File: src/design/shp_pkg.sv
package shp_pkg;
   localparam int          NUM_OUTPUTS       = 8;
   localparam int          ADDR_WIDTH        = 7;
   localparam logic [4:0]  ADDR_UPPER_RST    = 5'h0_1d;
   localparam logic [7:0]  FIRST_MASK_RST    = 8'h00_ff;
   localparam logic [7:0]  SECOND_MASK_RST   = 8'h00_00;
   localparam logic        MODE_I2C          = 1'h1;
   localparam int          SYNC_STAGES       = 2;
   typedef enum logic [1:0] {SHP_I2C, SHP_SPI3, SHP_SPI4} shp_mode_t;
endpackage

File: src/design/serial_host_and_control_pins.sv
`timescale 1ns/1ps
// How it works
// RQ1 - Interface-select high gives I2C mode, low gives SPI mode.
// RQ2 - Data pin is two-way in I2C and 3-wire SPI, input in 4-wire SPI.
// RQ3 - Address-one pin read as address in I2C, driven as data out in 4-wire.
// RQ4 - Host drives serial clock; device samples its edges as bit clock.
// RQ5 - Address-zero pin is address in I2C, active-low chip select in SPI.
// RQ6 - Interrupt output goes low when device status has changed.
// RQ7 - Low reset pin forces full reset of all internal logic; the pin synchroniser is reset only by the reset input.
// RQ8 - Reset returns every configuration register to default.
// RQ9 - All clock outputs stay disabled while reset is active.
// RQ10 - First enable pin low enables its outputs, high disables them.
// RQ11 - After reset first enable pin governs every output.
// RQ12 - First enable pin is pulled down, so outputs stay enabled undriven.
// RQ13 - Second enable pin has no effect until given a subset.
// RQ14 - First enable pin may be restricted to a chosen output subset.
// RQ15 - In I2C mode address pins form the two low slave address bits.
module serial_host_and_control_pins (
   input  wire logic                            clock,
   input  wire logic                            reset,
   input  wire logic                            interfaceSelect,
   input  wire logic                            spiFourWire,
   input  wire logic                            serialClock,
   input  wire logic                            serialDataIn,
   output      logic                            serialDataOut,
   output      logic                            serialDataOe,
   input  wire logic                            addr1_or_serial_out_in,
   output      logic                            addr1_or_serial_out_out,
   output      logic                            addr1_or_serial_out_oe,
   input  wire logic                            addr0_or_chip_select_n,
   input  wire logic                            deviceReset_n,
   input  wire logic                            out_en_first_n,
   input  wire logic                            out_en_second_n,
   input  wire logic                            coreDataOut,
   input  wire logic                            coreDataDrive,
   input  wire logic                            statusChangeEvent,
   input  wire logic                            statusClear,
   input  wire logic                            cfgWrite,
   input  wire logic [shp_pkg::NUM_OUTPUTS-1:0] cfgFirstMask,
   input  wire logic [shp_pkg::NUM_OUTPUTS-1:0] cfgSecondMask,
   input  wire logic [4:0]                      cfgAddrUpper,
   input  wire logic [shp_pkg::NUM_OUTPUTS-1:0] outputWanted,
   output      logic [1:0]                      serialMode,
   output      logic [shp_pkg::ADDR_WIDTH-1:0]  slaveAddress,
   output      logic                            bitSampleStrobe,
   output      logic                            bitLaunchStrobe,
   output      logic                            chipSelected,
   output      logic                            status_change_irq_n,
   output      logic                            coreReset,
   output      logic [shp_pkg::NUM_OUTPUTS-1:0] outputEnable
);
   logic [7:0]                      syncIn;
   logic [7:0]                      syncRst;
   logic                            selSync;
   logic                            fourSync;
   logic                            sclkSync;
   logic                            a1Sync;
   logic                            a0Sync;
   logic                            rstnSync;
   logic                            oe0Sync;
   logic                            oe1Sync;
   logic                            sclkPrev_r;
   logic                            fullReset;
   logic                            pendingStatus_r;
   logic                            pendingStatus_nxt;
   logic [shp_pkg::NUM_OUTPUTS-1:0] firstMask_r;
   logic [shp_pkg::NUM_OUTPUTS-1:0] secondMask_r;
   logic [4:0]                      addrUpper_r;
   logic [shp_pkg::NUM_OUTPUTS-1:0] enable_nxt;
   shp_pkg::shp_mode_t              mode_r;
   shp_pkg::shp_mode_t              mode_nxt;

   assign syncIn = {serialClock, interfaceSelect, spiFourWire, addr1_or_serial_out_in,
                    addr0_or_chip_select_n, deviceReset_n, out_en_first_n, out_en_second_n};
   // Pulled-up pins idle high so the sync chain starts inactive, not as spurious reset
   assign syncRst = 8'h00_7c;

   shp_sync #(.WIDTH(8)) u_sync (
      .clock    (clock),
      .reset    (reset),
      .asyncIn  (syncIn),
      .resetVal (syncRst),
      .syncOut  ({sclkSync, selSync, fourSync, a1Sync, a0Sync, rstnSync, oe0Sync, oe1Sync})
   );

   assign fullReset = reset | ~rstnSync; // [RQ7]

   always_comb
   begin
      if (selSync == shp_pkg::MODE_I2C) // [RQ1]
      begin
         mode_nxt = shp_pkg::SHP_I2C;
      end
      else if (fourSync)
      begin
         mode_nxt = shp_pkg::SHP_SPI4;
      end
      else
      begin
         mode_nxt = shp_pkg::SHP_SPI3;
      end
   end

   always_ff @(posedge clock)
   begin
      if (fullReset)
      begin
         mode_r <= shp_pkg::SHP_I2C;
      end
      else
      begin
         mode_r <= mode_nxt;
      end
   end

   // Separate copy so the port stays a plain flop output
   always_ff @(posedge clock)
   begin
      if (fullReset)
      begin
         serialMode <= 2'h0;
      end
      else
      begin
         serialMode <= mode_nxt;
      end
   end

   // Bit clock comes from the host; we only find its edges
   always_ff @(posedge clock)
   begin
      if (fullReset)
      begin
         sclkPrev_r      <= 1'b0;
         bitSampleStrobe <= 1'b0;
         bitLaunchStrobe <= 1'b0;
      end
      else
      begin
         sclkPrev_r      <= sclkSync;
         bitSampleStrobe <= sclkSync & ~sclkPrev_r; // [RQ4]
         bitLaunchStrobe <= ~sclkSync & sclkPrev_r; // [RQ4]
      end
   end

   always_ff @(posedge clock)
   begin
      if (fullReset)
      begin
         chipSelected <= 1'b0;
      end
      else
      begin
         // In I2C mode the pin is an address, so no chip select exists
         chipSelected <= (mode_r != shp_pkg::SHP_I2C) & ~a0Sync; // [RQ5]
      end
   end

   // Data pin driver; open-drain emulated in I2C by driving only low
   always_ff @(posedge clock)
   begin
      if (fullReset)
      begin
         serialDataOut <= 1'b0;
         serialDataOe  <= 1'b0;
      end
      else
      begin
         unique case (mode_r)
            shp_pkg::SHP_I2C:
            begin
               serialDataOut <= 1'b0;
               serialDataOe  <= coreDataDrive & ~coreDataOut; // [RQ2]
            end
            shp_pkg::SHP_SPI3:
            begin
               serialDataOut <= coreDataOut;
               serialDataOe  <= coreDataDrive & ~a0Sync; // [RQ2]
            end
            shp_pkg::SHP_SPI4:
            begin
               // Input only in 4-wire mode; the reply leaves on the other pin
               serialDataOut <= 1'b0;
               serialDataOe  <= 1'b0; // [RQ2]
            end
         endcase
      end
   end

   // Address-one pin is only ever driven as the 4-wire reply line
   always_ff @(posedge clock)
   begin
      if (fullReset)
      begin
         addr1_or_serial_out_out <= 1'b0;
         addr1_or_serial_out_oe  <= 1'b0;
      end
      else
      begin
         unique case (mode_r)
            shp_pkg::SHP_I2C:
            begin
               addr1_or_serial_out_out <= 1'b0;
               addr1_or_serial_out_oe  <= 1'b0; // [RQ3]
            end
            shp_pkg::SHP_SPI3:
            begin
               addr1_or_serial_out_out <= 1'b0;
               addr1_or_serial_out_oe  <= 1'b0;
            end
            shp_pkg::SHP_SPI4:
            begin
               addr1_or_serial_out_out <= coreDataOut; // [RQ3]
               addr1_or_serial_out_oe  <= coreDataDrive & ~a0Sync; // [RQ3]
            end
         endcase
      end
   end

   // Configuration registers all return to defaults on any reset
   always_ff @(posedge clock)
   begin
      if (fullReset)
      begin
         firstMask_r  <= shp_pkg::FIRST_MASK_RST; // [RQ8] [RQ11]
         secondMask_r <= shp_pkg::SECOND_MASK_RST; // [RQ8] [RQ13]
      end
      else if (cfgWrite)
      begin
         firstMask_r  <= cfgFirstMask; // [RQ14]
         secondMask_r <= cfgSecondMask; // [RQ13]
      end
   end

   // Upper address bits share the write strobe but not the enable path
   always_ff @(posedge clock)
   begin
      if (fullReset)
      begin
         addrUpper_r <= shp_pkg::ADDR_UPPER_RST; // [RQ8]
      end
      else if (cfgWrite)
      begin
         addrUpper_r <= cfgAddrUpper;
      end
   end

   always_ff @(posedge clock)
   begin
      if (fullReset)
      begin
         slaveAddress <= {shp_pkg::ADDR_UPPER_RST, 2'h0};
      end
      else if (mode_r == shp_pkg::SHP_I2C)
      begin
         slaveAddress <= {addrUpper_r, a1Sync, a0Sync}; // [RQ15] [RQ3] [RQ5]
      end
   end

   // Set wins over clear so an event in the clear cycle is kept
   always_comb
   begin
      pendingStatus_nxt = statusChangeEvent | (pendingStatus_r & ~statusClear);
   end

   always_ff @(posedge clock)
   begin
      if (fullReset)
      begin
         pendingStatus_r <= 1'b0;
      end
      else
      begin
         pendingStatus_r <= pendingStatus_nxt;
      end
   end

   always_ff @(posedge clock)
   begin
      if (fullReset)
      begin
         status_change_irq_n <= 1'b1;
      end
      else
      begin
         status_change_irq_n <= ~pendingStatus_nxt; // [RQ6]
      end
   end

   // Pin pull-down is outside logic; undriven first enable reads low
   always_comb
   begin
      enable_nxt = outputWanted
                 & ~(firstMask_r & {shp_pkg::NUM_OUTPUTS{oe0Sync}}) // [RQ10] [RQ12] [RQ14]
                 & ~(secondMask_r & {shp_pkg::NUM_OUTPUTS{oe1Sync}}); // [RQ13]
   end

   always_ff @(posedge clock)
   begin
      if (fullReset)
      begin
         outputEnable <= '0; // [RQ9]
         coreReset    <= 1'b1; // [RQ7]
      end
      else
      begin
         outputEnable <= enable_nxt;
         coreReset    <= 1'b0;
      end
   end
endmodule

File: src/design/shp_sync.sv
`timescale 1ns/1ps
module shp_sync #(
   parameter int WIDTH = 1
) (
   input  wire logic             clock,
   input  wire logic             reset,
   input  wire logic [WIDTH-1:0] asyncIn,
   input  wire logic [WIDTH-1:0] resetVal,
   output      logic [WIDTH-1:0] syncOut
);
   logic [WIDTH-1:0] meta_r;
   logic [WIDTH-1:0] stable_r;

   // Both stages hold the level relative to the idle level, so a zero reset
   // shows the idle level at once and no false reset or edge follows release
   always_ff @(posedge clock)
   begin
      if (reset)
      begin
         meta_r   <= '0;
         stable_r <= '0;
      end
      else
      begin
         meta_r   <= asyncIn ^ resetVal;
         stable_r <= meta_r;
      end
   end

   assign syncOut = stable_r ^ resetVal;
endmodule

File: config.mk
export PLATFORM = sky130hd
export DESIGN_NAME = serial_host_and_control_pins
export DESIGN_NICKNAME = d
export VERILOG_FILES = /design/src/design/shp_pkg.sv /design/src/design/serial_host_and_control_pins.sv /design/src/design/shp_sync.sv
export SDC_FILE = /design/constraint.sdc
export NUM_CORES = 1
export LEC_CHECK = 0
export BUFFER_PORTS_ARGS = -buffer_cell sky130_fd_sc_hd__buf_4
export CAP_MARGIN = 25
export CORE_MARGIN = 1
export CORE_UTILIZATION = 53
export DETAILED_ROUTE_END_ITERATION = 10
export PLACE_DENSITY = 0.84
export SLEW_MARGIN = 20
export SYNTH_ARGS = -nofsm -noshare
export SYNTH_HDL_FRONTEND = slang
export SYNTH_SLANG_ARGS = --single-unit
File: constraint.sdc
create_clock -name clock -period 2.8 [get_ports clock]
set_input_delay 0.14 -clock clock [delete_from_list [all_inputs] [get_ports clock]]
set_output_delay 0.14 -clock clock [all_outputs]
set_load 0.01 [all_outputs]
==> flow_metrics.py, run 1 <==
metrics = {
    "detailed_routing": {
        "drt-total-wl_um": 4060,
        "dr_total_vias": 1546,
        "drtIter0Drc": 79,
        "postRouteAntennaNets": 0,
        "drc": 0,
        "routed_via_density": 4.80,
        "wl_per_cell_um": 12.6,
        "drtPass1Iterations": 4,
    },
    "global_routing": {
        "grt_overflow": 0,
        "grt_use_total_pct": 21.7,
        "first_global_vias": 1559,
        "antenna_found_initial": 0,
        "grt_pass1_wl_um": 6850,
        "grt_max_degree": 33,
    },
    "placement": {
        "portBuffers": 69,
        "dp_slack_ns": 1.34,
        "gp_congestion": 0.731,
        "dp_hpwl_um": 2710,
    },
    "clock_tree": {
        "cts_resized": 0,
        "clk_latency_ns": 0.33,
        "clk_pin_slew_worst_paths_ns": 0.06,
        "cts_tree": "yes",
        "cts_buffers": 9,
        "htree_levels": 3,
        "clockBufferDepth": 2,
        "cts_root_buffer": "clkbuf_8",
        "numClockSinks": 65,
    },
    "synth": {
        "synth_edf_count": 0,
        "yosysTopAreaCell": "dfxtp_1",
        "post_synth_num_cell_types": 23,
        "netlist_area_um2": 2170,
        "yosysMostFrequentCell": "dfxtp_1",
        "synth-seq-area-share_pct": 60.0,
        "ys_top_cells_by_count": "dfxtp_1, nand2_1, mux2i_1, nor2_1, nor2b_1",
        "ys_ff_latch": 65,
        "synth_nets": 244,
        "syn_inst": 195,
        "synth_top_area_share_pct": 60.0,
        "post_synth_main_area_contributors": "dfxtp_1, mux2i_1, nand2_1",
        "syn_avg_cell_area_um2": 11.1,
        "ys_async_sr_fraction_pct": 0,
        "synth_ff_type": "dfxtp_1",
        "ys_warn_count": 0,
    },
    "sta": {
        "maxSlewViolCount": 0,
        "finalHoldViolCount": 0,
        "setup_viol": 0,
        "final.min_clock_period_ns": 1.46,
        "max_freq_mhz": 684,
        "setup_slack_ns": 1.34,
        "finalSetupTns_ns": 0,
        "rsz0062_at_grt": "no",
        "finClkSkew_ns": 0.00631,
        "relSlewSlack_pct": 55.9,
        "worst_pin_slew_ns": 0.660,
        "min_period_over_period_pct": 52.2,
    },
    "worst_setup_path": {
        "worstReg2RegStart": "serialMode[0]",
        "critPathLaunchType": "flip-flop",
        "end_kind": "flip-flop",
        "reg2reg_slack_ns": 1.34,
        "crit_type": "reg2reg",
        "cpPeakStageDelay_ns": 0.57,
        "arrival_ns": 1.65,
        "r2r_cells": 4,
        "path_cells": "inv_1 > ha_1 > mux2i_1 > nand2_1",
        "crit_family": "adder cells",
        "slowest_stage": "ha_1",
        "crit_buf_inv": 1,
        "critPathMaxFanout": 11,
        "cp.required_ns": 2.99,
        "reg2reg_to": "slaveAddress[2]",
    },
    "status": {
        "status": "complete, no violations",
    },
    "floorplan": {
        "core_um2": 3800,
        "rows": 22,
        "initial_core_util_pct": 57.0,
        "ios": 71,
        "die_area_um2": 4350,
        "die_y_um": 65.9,
        "dieWidth_um": 65.9,
    },
    "power": {
        "leakage_nw": 1.37,
        "powerDensity_nw_per_um2": 654,
        "power_mw": 1.90,
        "peakVddDrop_mv": 0.490,
    },
    "final_layout": {
        "antenna_cells": 0,
        "syn2layout_area_growth_pct": 34.4,
        "n_fill_cell": 276,
        "multi_input_area_um2": 779,
        "regArea_um2": 1300,
        "nNetsFinal": 318,
        "drive_gt1_share_pct": 31.0,
    },
    "min_path": {
        "hp-start": "statusChangeEvent",
        "hold_class": "in2reg",
        "min_path_cells": 2,
        "min_to": "status_change_irq_n",
    },
    "run": {
        "maxCapViolCount": 0,
    },
}
## metal layers
metal,global-route usage [%],vias to the layer above,share of wire [%]
met5,0,-,0
met1,23.2,700,42
met4,10.6,0,2.4
met3,7.24,10,5.4
li1,-,791,-
met2,38.1,45,50
## worst max path at each step
stage               slack (ns)  cells after the start               to               start
floorplan                 1.57                      4     serialDataOe       serialMode[0]
global placement          1.37                      4    serialDataOut               reset
detailed placement        1.34                      4  slaveAddress[2]       serialMode[0]
CTS                       1.32                      4  slaveAddress[2]       serialMode[0]
global route              1.19                      3    serialDataOut  u_sync.stable_r[2]
finish                    1.34                      4  slaveAddress[2]       serialMode[0]
## worst reg2reg max path, stage by stage (launching register included)
cell and delay (ns):
dfxtp_1 0.32, inv_1 0.10, ha_1 0.57, mux2i_1 0.26, nand2_1 0.07
## repair_timing
action	4_1_cts	5_1_grt
hold buffers	5	0
endpoints found under the hold margin	5	0
setup buffers	0	0
## cell families after synthesis
group | count (synthesis) | synth area share, %
flip-flops | 65 | 60.0
AND/OR/NAND/NOR | 81 | 19.9
multiplexers | 26 | 12.0
adder cells (fa/ha/maj) | 4 | 2.31
buffers and inverters | 14 | 3.98
AO/OA/AOI/OAI | 5 | 1.73
## placed cells by master (no fill, tap or decap), drive strengths merged
master / instances
buf: 69
dfxtp: 65
nand2: 32
mux2i: 26
nor2: 19
clkbuf: 13
nor2b: 12
and4: 9
dlygate4sd3: 5
nor3b: 4
ha: 4
and3: 3
inv: 3
a211oi: 2
clkinv: 2
and2: 1
nor4b: 1
o211a: 1
o21a: 1
o21ai: 1
bufinv: 1
## where the power goes
group | internal, mW | switching [mW]
combinational | 0.0969 | 0.0692
clock | 0.433 | 0.313
sequential | 0.971 | 0.0203
total | 1.50 | 0.403
## through the flow
step                      cells  instance area, um^2  hold WS [ns]  utilization, %
after floorplan             195                 2170         0.207               -
after global placement      301                 2670         0.290            70.4
after detailed placement    301                 2670         0.294            70.4
after CTS                   322                 2910       0.00103            76.6
after global routing        322                 2910        0.0176            76.6
final                       322                 2910        0.0142            76.6
## flip-flops by register name, indices dropped and copies added (netlist names), 2 cells and up
register         flops
outputEnable         8
u_sync.stable_r      8
serialMode           2
secondMask_r         8
slaveAddress         7
u_sync.meta_r        8
addrUpper_r          5
firstMask_r          8
## area by class of cell
| class | instances | share of cell area (%) |
|---|---|---|
| inverter | 3 | 0.473 |
| timing repair buffer | 74 | 19.5 |
| sequential | 65 | 44.7 |
| multi-input combinational | 116 | 26.8 |
| clock buffer | 13 | 5.11 |
| tap | 48 | 2.06 |
| clock inverter | 3 | 1.38 |
Power figures use the tool's default switching activity.
==> run 2: changes to the inputs <==
--- a/config.mk
+++ b/config.mk
@@ -8,9 +8,9 @@
 export BUFFER_PORTS_ARGS = -buffer_cell sky130_fd_sc_hd__buf_4
 export CAP_MARGIN = 25
 export CORE_MARGIN = 1
-export CORE_UTILIZATION = 53
+export CORE_UTILIZATION = 49
 export DETAILED_ROUTE_END_ITERATION = 10
-export PLACE_DENSITY = 0.84
+export PLACE_DENSITY = 0.79
 export SLEW_MARGIN = 20
 export SYNTH_ARGS = -nofsm -noshare
 export SYNTH_HDL_FRONTEND = slang
==> constraint.sdc (replaced) <==
create_clock -name clock -period 1.4 [get_ports clock]
set_input_delay 0.07 -clock clock [delete_from_list [all_inputs] [get_ports clock]]
set_output_delay 0.07 -clock clock [all_outputs]
set_load 0.01 [all_outputs]
==> run 2 against run 1 <==
Wire length up 24%; critical endpoint is now slaveAddress[4]; first-iteration DRC count down 43%; worst setup slack worse by 1.2 ns; largest cell class unchanged.
==> flow_metrics.py, run 2 (same netlist as run 1, synthesis figures left out) <==
metrics = {
    "status": {
        "status": "complete, no violations",
    },
    "clock_tree": {
        "cts_buffers": 9,
        "clk_pin_slew_worst_paths_ns": 0.06,
        "cts_root_buffer": "clkbuf_8",
        "numClockSinks": 65,
        "htree_levels": 3,
        "clk_latency_ns": 0.34,
        "cts_tree": "yes",
        "clockBufferDepth": 2,
    },
    "worst_setup_path": {
        "cp.required_ns": 1.62,
        "worst-path-stages": 4,
        "r2r_cells": 4,
        "cpPeakStageDelay_ns": 0.40,
        "slowest_stage": "ha_2",
        "path_cells": "inv_1 > ha_2 > mux2i_1 > nand2_1",
        "arrival_ns": 1.49,
        "end_kind": "flip-flop",
        "critPathLaunchType": "flip-flop",
        "critPathMaxFanout": 11,
        "crit_type": "reg2reg",
        "crit_buf_inv": 1,
        "crit_family": "adder cells",
    },
    "global_routing": {
        "grt_pass1_wl_um": 7690,
        "grt.met3_usage_pct": 8.55,
        "met2_usage_pct": 42.2,
        "grt_max_degree": 23,
        "gr-usage-met1_pct": 23.8,
        "antenna_found_initial": 0,
        "busiest_layer": "met2",
        "first_global_vias": 1674,
        "grt_overflow": 0,
        "grt_use_total_pct": 23.8,
    },
    "placement": {
        "dp_slack_ns": -0.0185,
        "gp_congestion": 0.730,
        "place_inst": 305,
        "detailed_place.area_um2": 2690,
        "portBuffers": 69,
        "dp_hpwl_um": 2750,
    },
    "sta": {
        "finalSetupTns_ns": 0,
        "maxSlewViolCount": 0,
        "relSlewSlack_pct": 74.3,
        "setup_slack_ns": 0.132,
        "setup_viol": 0,
        "holdWs_ns": 0.0253,
        "finClkSkew_ns": 0.00843,
        "final.min_clock_period_ns": 1.27,
        "finalHoldViolCount": 0,
        "max_freq_mhz": 789,
        "rsz0062_at_grt": "no",
        "worst_pin_slew_ns": 0.385,
        "min_period_over_period_pct": 90.6,
    },
    "floorplan": {
        "die_y_um": 68.5,
        "dieWidth_um": 68.5,
        "die_area_um2": 4690,
        "initial_core_util_pct": 52.7,
        "core_um2": 4120,
        "rows": 23,
        "ios": 71,
    },
    "power": {
        "peakVddDrop_mv": 0.861,
        "leakage_nw": 1.53,
        "powerDensity_nw_per_um2": 1190,
        "power_mw": 3.92,
    },
    "final_layout": {
        "stdcell_area_um2": 3290,
        "nNetsFinal": 356,
        "syn2layout_area_growth_pct": 51.9,
        "mostFrequentLayoutCell": "buf_4",
        "instances_no_fill": 362,
        "layout_common_cells": "buf_4, dfxtp_1, dlygate4sd3_1",
        "final_util_pct": 80.0,
        "drive_gt1_share_pct": 28.2,
        "antenna_cells": 0,
    },
    "min_path": {
        "hold_class": "in2reg",
        "min_path_cells": 2,
    },
    "detailed_routing": {
        "dr_total_vias": 1705,
        "postRouteAntennaNets": 0,
        "wl_per_cell_um": 14.0,
        "drtPass1Iterations": 4,
        "routed_via_density": 4.71,
        "drt-total-wl_um": 5050,
        "drtIter0Drc": 45,
        "drc": 0,
    },
    "run": {
        "maxCapViolCount": 0,
    },
}
-- run 2: cell types whose count changed in the layout (fill, tap and decap cells not counted), sizes merged --
cell         previous run  this run
buf                    69        71
dlygate4sd3             5        41
-- run 2: worst paths after layout --
path,from,to,slack [ns]
max reg2reg,serialMode[0],slaveAddress[4],0.13
min,reset,u_sync.meta_r[4],0.03
max,serialMode[0],slaveAddress[4],0.13
min reg2reg,u_sync.stable_r[5],serialMode[1],0.41
-- run 2: routing by layer --
| layer | part of all wire, % | wire length, um | vias to the layer above |
|---|---|---|---|
| met4 | 2.6 | 130 | 0 |
| met1 | 38 | 1930 | 763 |
| met2 | 52 | 2640 | 57 |
| li1 | - | - | 870 |
| met3 | 7.0 | 353 | 15 |
| met5 | 0 | 0 | - |
-- run 2: timing repair --
| action | 4_1_cts | 5_1_grt |
|---|---|---|
| hold endpoints to repair | 42 | 0 |
| resized for setup | 1 | 0 |
| setup endpoints to repair | 4 | 0 |
| hold buffers | 41 | 0 |
| setup buffers | 0 | 0 |
-- run 2: cell type report --
cell class                 instances  area [um^2]
sequential                        65         1300
timing repair buffer             112          943
fill                             239          823
multi-input combinational        116          782
clock buffer                      13          149
tap                               50         62.6
clock inverter                     3         40.0
inverter                           3         13.8
-- run 2: worst reg2reg max path: stages (launching register included) --
cell     delay (ns)
dfxtp_1        0.33
inv_1          0.12
ha_2           0.40
mux2i_1        0.23
nand2_1        0.07
-- run 2: report_power, final --
group | switching (mW) | internal [mW] | total [mW]
clock | 0.640 | 0.867 | 1.51
sequential | 0.0426 | 1.94 | 1.98
combinational | 0.166 | 0.264 | 0.430
